==> config.mk <==
export PLATFORM = sky130hd
export DESIGN_NAME = cpgw_device_flat
export DESIGN_NICKNAME = d
export VERILOG_FILES = /design/src/cpgw_pkg.sv /design/src/cpgw_io_if.sv /design/src/cpgw_device.sv /design/src/flat_wrapper.sv
export SDC_FILE = /design/constraint.sdc
export NUM_CORES = 1
export LEC_CHECK = 0
export ABC_CLOCK_PERIOD_IN_PS = 7940
export BUFFER_PORTS_ARGS = -buffer_cell sky130_fd_sc_hd__buf_2
export CORE_ASPECT_RATIO = 1.5
export CORE_MARGIN = 2
export CORE_UTILIZATION = 65
export CTS_CLUSTER_DIAMETER = 200
export CTS_CLUSTER_SIZE = 8
export DETAILED_ROUTE_END_ITERATION = 8
export PLACE_DENSITY = 0.85
export SLEW_MARGIN = 10
export SYNTH_ARGS = -nofsm -noshare
export SYNTH_HDL_FRONTEND = slang
export SYNTH_SLANG_ARGS = --single-unit
==> constraint.sdc <==
create_clock -name ref_clk -period 7.94 [get_ports ref_clk]
set_input_delay 0 -clock ref_clk [delete_from_list [all_inputs] [get_ports ref_clk]]
set_output_delay 0 -clock ref_clk [all_outputs]
set_load 0.01 [all_outputs]
==> src/cpgw_pkg.sv <==
/*
  shared constants and types of the configuration port, the general
  purpose i/o device and the watchdog, for both ends of the link.
  assumes one 40 MHz clock on both ends.
*/
package cpgw_pkg;

  // ************************************************************
  // link ports and unlock keys
  // ************************************************************
  localparam logic [15:0] ADDR_PORT = 16'h002E;
  localparam logic [15:0] DATA_PORT = 16'h002F;
  localparam logic [7:0] KEY_FIRST = 8'h87;
  localparam logic [7:0] KEY_SECOND = 8'h01;
  localparam logic [7:0] KEY_THIRD = 8'h55;
  localparam logic [7:0] LOCK_KEY = 8'hAA;
  localparam logic [7:0] IDLE_READ = 8'hFF;

  // ************************************************************
  // register indexes
  // ************************************************************
  localparam logic [7:0] IDX_LDN = 8'h07;
  localparam logic [7:0] LDN_GPIO = 8'h07;
  localparam logic [7:0] LDN_WDT = 8'h08;
  localparam logic [7:0] IDX_OUT_PORT = 8'h60;
  localparam logic [7:0] IDX_IN_PORT = 8'h62;
  localparam logic [7:0] IDX_GPO_DATA = 8'hE5;
  localparam logic [7:0] IDX_GPI_DATA = 8'hF1;
  localparam logic [7:0] IDX_WDT_ACT = 8'h30;
  localparam logic [7:0] IDX_WDT_CTL = 8'hF0;
  localparam logic [7:0] IDX_WDT_TO = 8'hF1;
  localparam logic [7:0] IDX_WDT_STS = 8'hF2;
  localparam logic [7:0] IDX_WDT_CLR = 8'hF3;
  localparam logic [7:0] IDX_WDT_IEN = 8'hF4;
  localparam logic [7:0] WDT_ON = 8'h01;
  localparam logic [7:0] CNT_START = 8'h02;
  localparam logic [7:0] RST_BYTE = 8'h00;

  // ************************************************************
  // timing
  // ************************************************************
  localparam int CLK_HZ = 40_000_000;
  localparam int TICK_TIME_MS = 1000;
  localparam int TICK_CYCLES = (CLK_HZ / 1000) * TICK_TIME_MS;

  // ************************************************************
  // host command registers (avalon byte addresses)
  // ************************************************************
  localparam logic [3:0] HOST_CMD = 4'h0;
  localparam logic [3:0] HOST_STS = 4'h4;
  localparam int CMD_PORT_BIT = 8;
  localparam int CMD_READ_BIT = 9;
  localparam int STS_BUSY_BIT = 8;

  typedef enum logic [2:0] {UL_LOCKED, UL_KEY1, UL_KEY2, UL_KEY3, UL_OPEN} cpgw_unlock_e;
  typedef enum logic [0:0] {HS_IDLE, HS_IO} cpgw_host_e;

endpackage

==> src/cpgw_io_if.sv <==
/*
  byte-wide i/o port link between the host bridge and the device.
  assumes both ends share ref_clk; the device answers with ready.
*/
`timescale 1ns/10ps
interface cpgw_io_if;
  logic [15:0] io_addr;
  logic io_wr;
  logic io_rd;
  logic [7:0] io_wdata;
  logic [7:0] io_rdata;
  logic io_ready;

  modport dev (
    input io_addr,
    input io_wr,
    input io_rd,
    input io_wdata,
    output io_rdata,
    output io_ready
  );

  modport host (
    output io_addr,
    output io_wr,
    output io_rd,
    output io_wdata,
    input io_rdata,
    input io_ready
  );
endinterface

==> src/cpgw_device.sv <==
/*
  device end: unlockable index/data configuration port, general purpose
  output and input ports, and a watchdog with sticky timeout status.
  assumes the host holds one request until ready and then drops it.
*/
// The Avalon-MM interface to the registers was decided locally.
`timescale 1ns/10ps

module cpgw_device
  import cpgw_pkg::*;
#(
  parameter int TICK_CNT = TICK_CYCLES
)
(
  input wire logic ref_clk,
  input wire logic rstn,
  input wire logic clk_en,
  cpgw_io_if.dev io,
  input wire logic [7:0] gpi_pins,
  output logic [7:0] gpo_pins,
  output logic wdt_reset,
  output logic irq
);

  // ************************************************************
  // state
  // ************************************************************
  typedef struct packed {
    cpgw_unlock_e unlock;
    logic [7:0] index;
    logic [7:0] ldn;
    logic [7:0] out_idx;
    logic [7:0] in_idx;
    logic [7:0] general_output_port;
    logic [7:0] act;
    logic [7:0] ctl;
    logic [7:0] tmo;
    logic [7:0] cnt;
    logic [31:0] tick;
    logic sts;
    logic ien;
    logic ready;
    logic [7:0] rdata;
    logic [7:0] s1;
    logic [7:0] s2;
    logic [7:0] s3;
    logic [7:0] general_input_port;
    logic wdt_rst;
    logic irq;
  } cpgw_dev_s;

  cpgw_dev_s s_q;
  cpgw_dev_s s_d;

  logic acc;
  logic on_addr;
  logic on_data;
  logic running;
  logic tick_ev;
  logic fire;
  logic [7:0] rd_val;

  // ************************************************************
  // read mux
  // ************************************************************
  always_comb
  begin
    rd_val = RST_BYTE;
    if (s_q.index == IDX_LDN)
    begin
      rd_val = s_q.ldn;
    end
    else if (s_q.ldn == LDN_GPIO)
    begin
      case (s_q.index)
        IDX_OUT_PORT: rd_val = s_q.out_idx;
        IDX_IN_PORT: rd_val = s_q.in_idx;
        IDX_GPO_DATA: rd_val = s_q.general_output_port;
        IDX_GPI_DATA: rd_val = s_q.general_input_port;
        default: rd_val = RST_BYTE;
      endcase
    end
    else if (s_q.ldn == LDN_WDT)
    begin
      case (s_q.index)
        IDX_WDT_ACT: rd_val = s_q.act;
        IDX_WDT_CTL: rd_val = s_q.ctl;
        IDX_WDT_TO: rd_val = s_q.cnt;
        IDX_WDT_STS: rd_val = {7'h00, s_q.sts};
        IDX_WDT_IEN: rd_val = {7'h00, s_q.ien};
        default: rd_val = RST_BYTE;
      endcase
    end
  end

  // ************************************************************
  // next state
  // ************************************************************
  always_comb
  begin
    s_d = s_q;
    s_d.ready = 1'b0;
    s_d.wdt_rst = 1'b0;
    fire = 1'b0;
    tick_ev = 1'b0;

    // input pin synchroniser, change taken when stages two and three agree
    s_d.s1 = gpi_pins;
    s_d.s2 = s_q.s1;
    s_d.s3 = s_q.s2;
    if (s_q.s2 == s_q.s3)
    begin
      s_d.general_input_port = s_q.s3;
    end

    // watchdog countdown
    running = (s_q.act == WDT_ON) && (s_q.ctl == CNT_START) && (s_q.cnt != 8'h00);
    if (running)
    begin
      if (s_q.tick == 32'(TICK_CNT - 1))
      begin
        s_d.tick = 32'h00000000;
        tick_ev = 1'b1;
      end
      else
      begin
        s_d.tick = s_q.tick + 32'h00000001;
      end
    end
    else
    begin
      s_d.tick = 32'h00000000;
    end
    if (tick_ev)
    begin
      s_d.cnt = s_q.cnt - 8'h01;
      if (s_q.cnt == 8'h01)
      begin
        fire = 1'b1;
      end
    end

    // i/o port access
    on_addr = io.io_addr == ADDR_PORT;
    on_data = io.io_addr == DATA_PORT;
    acc = (io.io_wr || io.io_rd) && !s_q.ready && (on_addr || on_data);
    if (acc)
    begin
      s_d.ready = 1'b1;
      if (io.io_rd)
      begin
        s_d.rdata = IDLE_READ;
        if (on_data && s_q.unlock == UL_OPEN)
        begin
          s_d.rdata = rd_val;
        end
      end
      else if (on_addr)
      begin
        case (s_q.unlock)
          UL_LOCKED: s_d.unlock = (io.io_wdata == KEY_FIRST) ? UL_KEY1 : UL_LOCKED;
          UL_KEY1: s_d.unlock = (io.io_wdata == KEY_SECOND) ? UL_KEY2 : UL_LOCKED;
          UL_KEY2: s_d.unlock = (io.io_wdata == KEY_THIRD) ? UL_KEY3 : UL_LOCKED;
          UL_KEY3: s_d.unlock = (io.io_wdata == KEY_THIRD) ? UL_OPEN : UL_LOCKED;
          UL_OPEN:
          begin
            if (io.io_wdata == LOCK_KEY)
            begin
              s_d.unlock = UL_LOCKED;
            end
            else
            begin
              s_d.index = io.io_wdata;
            end
          end
          default: s_d.unlock = UL_LOCKED;
        endcase
      end
      else if (s_q.unlock == UL_OPEN)
      begin
        if (s_q.index == IDX_LDN)
        begin
          s_d.ldn = io.io_wdata;
        end
        else if (s_q.ldn == LDN_GPIO)
        begin
          case (s_q.index)
            IDX_OUT_PORT: s_d.out_idx = io.io_wdata;
            IDX_IN_PORT: s_d.in_idx = io.io_wdata;
            IDX_GPO_DATA: s_d.general_output_port = io.io_wdata;
            default: s_d.general_output_port = s_q.general_output_port;
          endcase
        end
        else if (s_q.ldn == LDN_WDT)
        begin
          case (s_q.index)
            IDX_WDT_ACT: s_d.act = io.io_wdata;
            IDX_WDT_CTL:
            begin
              s_d.ctl = io.io_wdata;
              if (io.io_wdata == CNT_START)
              begin
                s_d.cnt = s_q.tmo;
                s_d.tick = 32'h00000000;
                fire = 1'b0;
              end
            end
            IDX_WDT_TO:
            begin
              s_d.tmo = io.io_wdata;
              s_d.cnt = io.io_wdata;
              s_d.tick = 32'h00000000;
              fire = 1'b0;
            end
            IDX_WDT_CLR: s_d.sts = s_q.sts & ~io.io_wdata[0];
            IDX_WDT_IEN: s_d.ien = io.io_wdata[0];
            default: s_d.act = s_q.act;
          endcase
        end
      end
    end

    // timeout event, set wins over clear
    if (fire)
    begin
      s_d.wdt_rst = 1'b1;
      s_d.sts = 1'b1;
    end
    s_d.irq = s_d.sts & s_d.ien;
  end

  // ************************************************************
  // registers
  // ************************************************************
  always_ff @(posedge ref_clk or negedge rstn)
  begin
    if (!rstn)
    begin
      s_q <= '0;
    end
    else if (clk_en)
    begin
      s_q <= s_d;
    end
  end

  assign gpo_pins = s_q.general_output_port;
  assign wdt_reset = s_q.wdt_rst;
  assign irq = s_q.irq;
  assign io.io_rdata = s_q.rdata;
  assign io.io_ready = s_q.ready;

endmodule // cpgw_device

==> src/flat_wrapper.sv <==
// flat-port wrapper written by rule: the top's interface ports become plain ports
module cpgw_device_flat import cpgw_pkg::*;
#(
  parameter int TICK_CNT = TICK_CYCLES
)
  (ref_clk, rstn, clk_en, gpi_pins, gpo_pins, wdt_reset, irq, io_io_addr, io_io_wr, io_io_rd, io_io_wdata, io_io_rdata, io_io_ready);
  cpgw_io_if io_i ();
  input wire logic ref_clk;
  input wire logic rstn;
  input wire logic clk_en;
  input wire logic [7:0] gpi_pins;
  output logic [7:0] gpo_pins;
  output logic wdt_reset;
  output logic irq;
  input wire logic [$bits(io_i.io_addr)-1:0] io_io_addr;
  input wire logic [$bits(io_i.io_wr)-1:0] io_io_wr;
  input wire logic [$bits(io_i.io_rd)-1:0] io_io_rd;
  input wire logic [$bits(io_i.io_wdata)-1:0] io_io_wdata;
  output wire logic [$bits(io_i.io_rdata)-1:0] io_io_rdata;
  output wire logic [$bits(io_i.io_ready)-1:0] io_io_ready;
  assign io_i.io_addr = io_io_addr;
  assign io_i.io_wr = io_io_wr;
  assign io_i.io_rd = io_io_rd;
  assign io_i.io_wdata = io_io_wdata;
  assign io_io_rdata = io_i.io_rdata;
  assign io_io_ready = io_i.io_ready;
  cpgw_device #(.TICK_CNT(TICK_CNT)) u_core (.ref_clk(ref_clk), .rstn(rstn), .clk_en(clk_en), .io(io_i), .gpi_pins(gpi_pins), .gpo_pins(gpo_pins), .wdt_reset(wdt_reset), .irq(irq));
endmodule
==> summary.md <==
| Metric | Value |
|---|---|
| Fin. max-slew vios | 0 |
| Chip height | 138.6 um |
| CP endpoint kind | flip-flop |
| Via count | 6418 |
| Endpoints failing hold | 0 |
| Post-DP HPWL | 13360 um |
| Crit path arrival time | 4.23 ns |
| Reg-to-Reg End | u_core.s_q[74]$_DFFE_PN0P_ |
| Reg2reg start | u_core.s_q[149]$_DFFE_PN0P_ |
| Most common cell after layout, fill and taps aside | dfrtp_1 |
| Switch Pwr | 418.6 uW |
| Seq/Total Area, Yosys | 0.4845 |
| Layout cells sized above 1 | 0.2722 |
| Most frequent cells in the layout | dfrtp_1 (152), mux2_2 (106), nand2_1 (60) |
| Worst clock skew | 0.01166 ns |
| Slew @ Worst Pin | 1.075 ns |
| R2r worst-path depth | 7 |
| Hold Slack | 0.01014 ns |
| Cell-internal power | 1.392 mW |
| Mapped Area | 0.007851 mm2 |
| Die Wd | 93.74 um |
| # DRC | 0 |
| Fill cell total of the finished layout | 760 |
| Initial antenna violation count | 0 |
| Worst min-delay path class | in -> reg |
| Post-Synth Adder-Cell Area | 0.006375 |
| Sequential Power Share | 0.461 |
| IO Pins | 56 |
| Outcome | completed |
| Setup TNS | 0 ns |
| Yosys warns | 0 |
| Mux cell area share after synthesis | 0.1597 |
| Final wirelength | 20840 um |
| Maximum VDD drop | 0.1596 mV |
| Logic pwr share | 0.058 |
| Largest net degree at the start of global routing | 78 |
| Post-Synth XOR/XNOR Area | 0.008924 |
| Syn nets | 779 |
| Largest family of logic cells by synthesized area | simple AND/OR/NAND/NOR gates |
| Distinct cells, synth | 64 |
| Place WS | 4.082 ns |
| Unrepaired setup endpoints after global routing | false |
| Synth Instances | 738 |
| Cts bufs inserted | 17 |
| CTS tree | done |
| CTS H-Tree Depth | 4 |
| Clock transition at path regs | 0.07 ns |
| Final core occ | 0.7430 |
| GR Overflow Total | 0 |
| Main synth FF type | dfrtp_1 |
| Clock power share | 0.480 |
| DR pass1 iterations | 6 |
| Routed vias/inst | 6.806 |
| WS Path Type | reg -> reg |
| Asr flop ratio synth | 1.000 |
| PostCTS Resize Cnt | 0 |
| Placed Cells | 902 |
| PD cells | 204.9 mW/mm2 |
| Setup crit start kind | flip-flop |
| # Post-CTS Setup Buffers | 0 |
| Synth Register Bits | 152 |
| Fin crit share | 0.4944 |
| Post-route ant nets | 0 |
| Number of diodes | 0 |
| Crit Path Max Fanout | 28 |
| Cell Rows | 49 |
| Max_cap viols | 0 |
| First-pass GRT wire length | 33560 um |
| GRT Overall Usage | 0.3315 |
| Register-to-Register Setup Slack | 4.01 ns |
| Root buffer cell | clkbuf_16 |
| Core area | 0.01189 mm2 |
| Minimum clock period after layout | 3.926 ns |
| Setup Viol. Count Final | 0 |
| Area delta synth->final | 12.56% |
| First DRT Iteration DRCs | 650 |
| Compound-gate portion of the synthesized area | 0.1281 |
| Die area | 0.01299 mm2 |
| Clk sink count | 152 |
| Starting density of the core | 0.6601 |
| Vias in the first global route | 6701 |
| Final WS setup | 4.014 ns |
| Worst Setup EP | u_core.s_q[74]$_DFFE_PN0P_ |
| Simple-gate area share of the yosys netlist | 0.1691 |
| Drt wl/cell | 22.10 um |
| Leakage power | 3.886 nW |
| Avg Inst Size Synth | 10.64 um2 |
| Net Sw Frac | 0.2312 |
| Max Clock Freq | 0.2547 GHz |
| CP Launch Point | u_core.s_q[149]$_DFFE_PN0P_ |
| Slew headroom | 0.2772 |
| PortBufs | 55 |
| Non-filler cells, final | 943 |
| Layout net count | 819 |
| Final GP Congestion | 0.9098 |
| Number of synthesized flops with an enable pin | 0 |
| CTS Hold Bufs | 10 |
| Req. time, crit path | 8.25 ns |
| Clock tree buffer depth | 2 |
| Clock Latency Late Sink | 0.42 ns |
power groups by stage:
stage / logic (mW) / registers (mW) / clock network [mW]
2_1_floorplan: 0.0584 / 0.836 / 0
3_3_place_gp: 0.0939 / 0.845 / 0
3_5_place_dp: 0.0986 / 0.847 / 0
4_1_cts: 0.105 / 0.834 / 0.868
5_1_grt: 0.115 / 0.837 / 0.901
6_report: 0.106 / 0.835 / 0.870
critical path, stage by stage (launching register included):
cell	delay (ns)
dfrtp_1	0.41
or3b_1	0.44
or3_1	0.34
or3_1	0.53
o311ai_4	0.89
or2_1	0.84
nor4_1	0.15
a21o_1	0.20
synth_stat cells (all sizes together) (7+ instances only):
library cell | instances | area share
dfrtp | 152 | 0.48
mux2 | 106 | 0.15
nand2 | 60 | 0.029
o21ai | 51 | 0.033
nor2 | 46 | 0.023
nand3 | 29 | 0.020
buf | 28 | 0.025
a21oi | 25 | 0.016
clkbuf | 22 | 0.011
nor4 | 22 | 0.020
inv | 16 | 0.0076
a22oi | 14 | 0.013
nor3 | 14 | 0.011
o31ai | 13 | 0.012
nand2b | 10 | 0.0080
a211oi | 9 | 0.0086
a222oi | 8 | 0.010
nand4 | 8 | 0.0064
or3 | 8 | 0.0064
and3 | 7 | 0.0056
nor4b | 7 | 0.0078
xnor2 | 7 | 0.0078
through the flow:
stage / area [um2] / total power, mW
after floorplan: 7851 / 0.8946
after global placement: 8089 / 0.9393
after detailed placement: 8089 / 0.9461
after CTS: 8820 / 1.807
after global routing: 8837 / 1.853
final: 8837 / 1.811
registers in the layout (all words and copies together) (netlist names):
signal	count
u_core.s_q	117
u_core.s_d	16
u_core.gpo_pins	8
u_core.io.io_rdata	8
u_core.io.io_ready	1
u_core.irq	1
u_core.wdt_reset	1
logic make-up (layout without fill, tap and decap cells):
kind of cell | Yosys count | count (layout)
XOR/XNOR | 8 | 8
flip-flops | 152 | 152
AO/OA/AOI/OAI | 152 | 152
adder cells (fa/ha/maj) | 4 | 4
multiplexers | 112 | 112
AND/OR/NAND/NOR | 244 | 244
buffers and inverters | 66 | 118
worst min path at each step:
stage / startpoint / endpoint / slack, ns / depth (start not counted)
after global placement: rstn / u_core.s_q[76]$_DFFE_PN0P_ / 0.06 / 1
after global routing: io_io_addr[7] / u_core.io.io_ready$_DFFE_PN0P_ / 0.02 / 5
final: io_io_addr[4] / u_core.io.io_ready$_DFFE_PN0P_ / 0.01 / 5
after detailed placement: rstn / u_core.s_q[76]$_DFFE_PN0P_ / 0.08 / 1
after floorplan: rstn / u_core.gpo_pins[0]$_DFFE_PN0P_ / -0.30 / 0
after CTS: io_io_addr[4] / u_core.io.io_ready$_DFFE_PN0P_ / 0.0003 / 5
metal layers:
metal,up-vias,track usage,part of all wire
met4,0,0.1846,0.057
li1,2802,-,-
met3,105,0.05870,0.066
met1,3128,0.3789,0.35
met5,-,0,0
met2,383,0.5767,0.52
cell type report:
| cell class | instances | area (um2) | area share |
|---|---|---|---|
| well taps | 153 | 191.4 | 0.02166 |
| flip-flops and latches | 152 | 3804 | 0.4304 |
| clock inverters | 12 | 187.7 | 0.02124 |
| clock buffers | 19 | 442.9 | 0.05012 |
| multi-input cells | 520 | 3725 | 0.4215 |
| inverters | 16 | 60.06 | 0.006796 |
| repair buffers | 71 | 426.7 | 0.04828 |
Note: power is estimated with default switching activity, not from simulation.
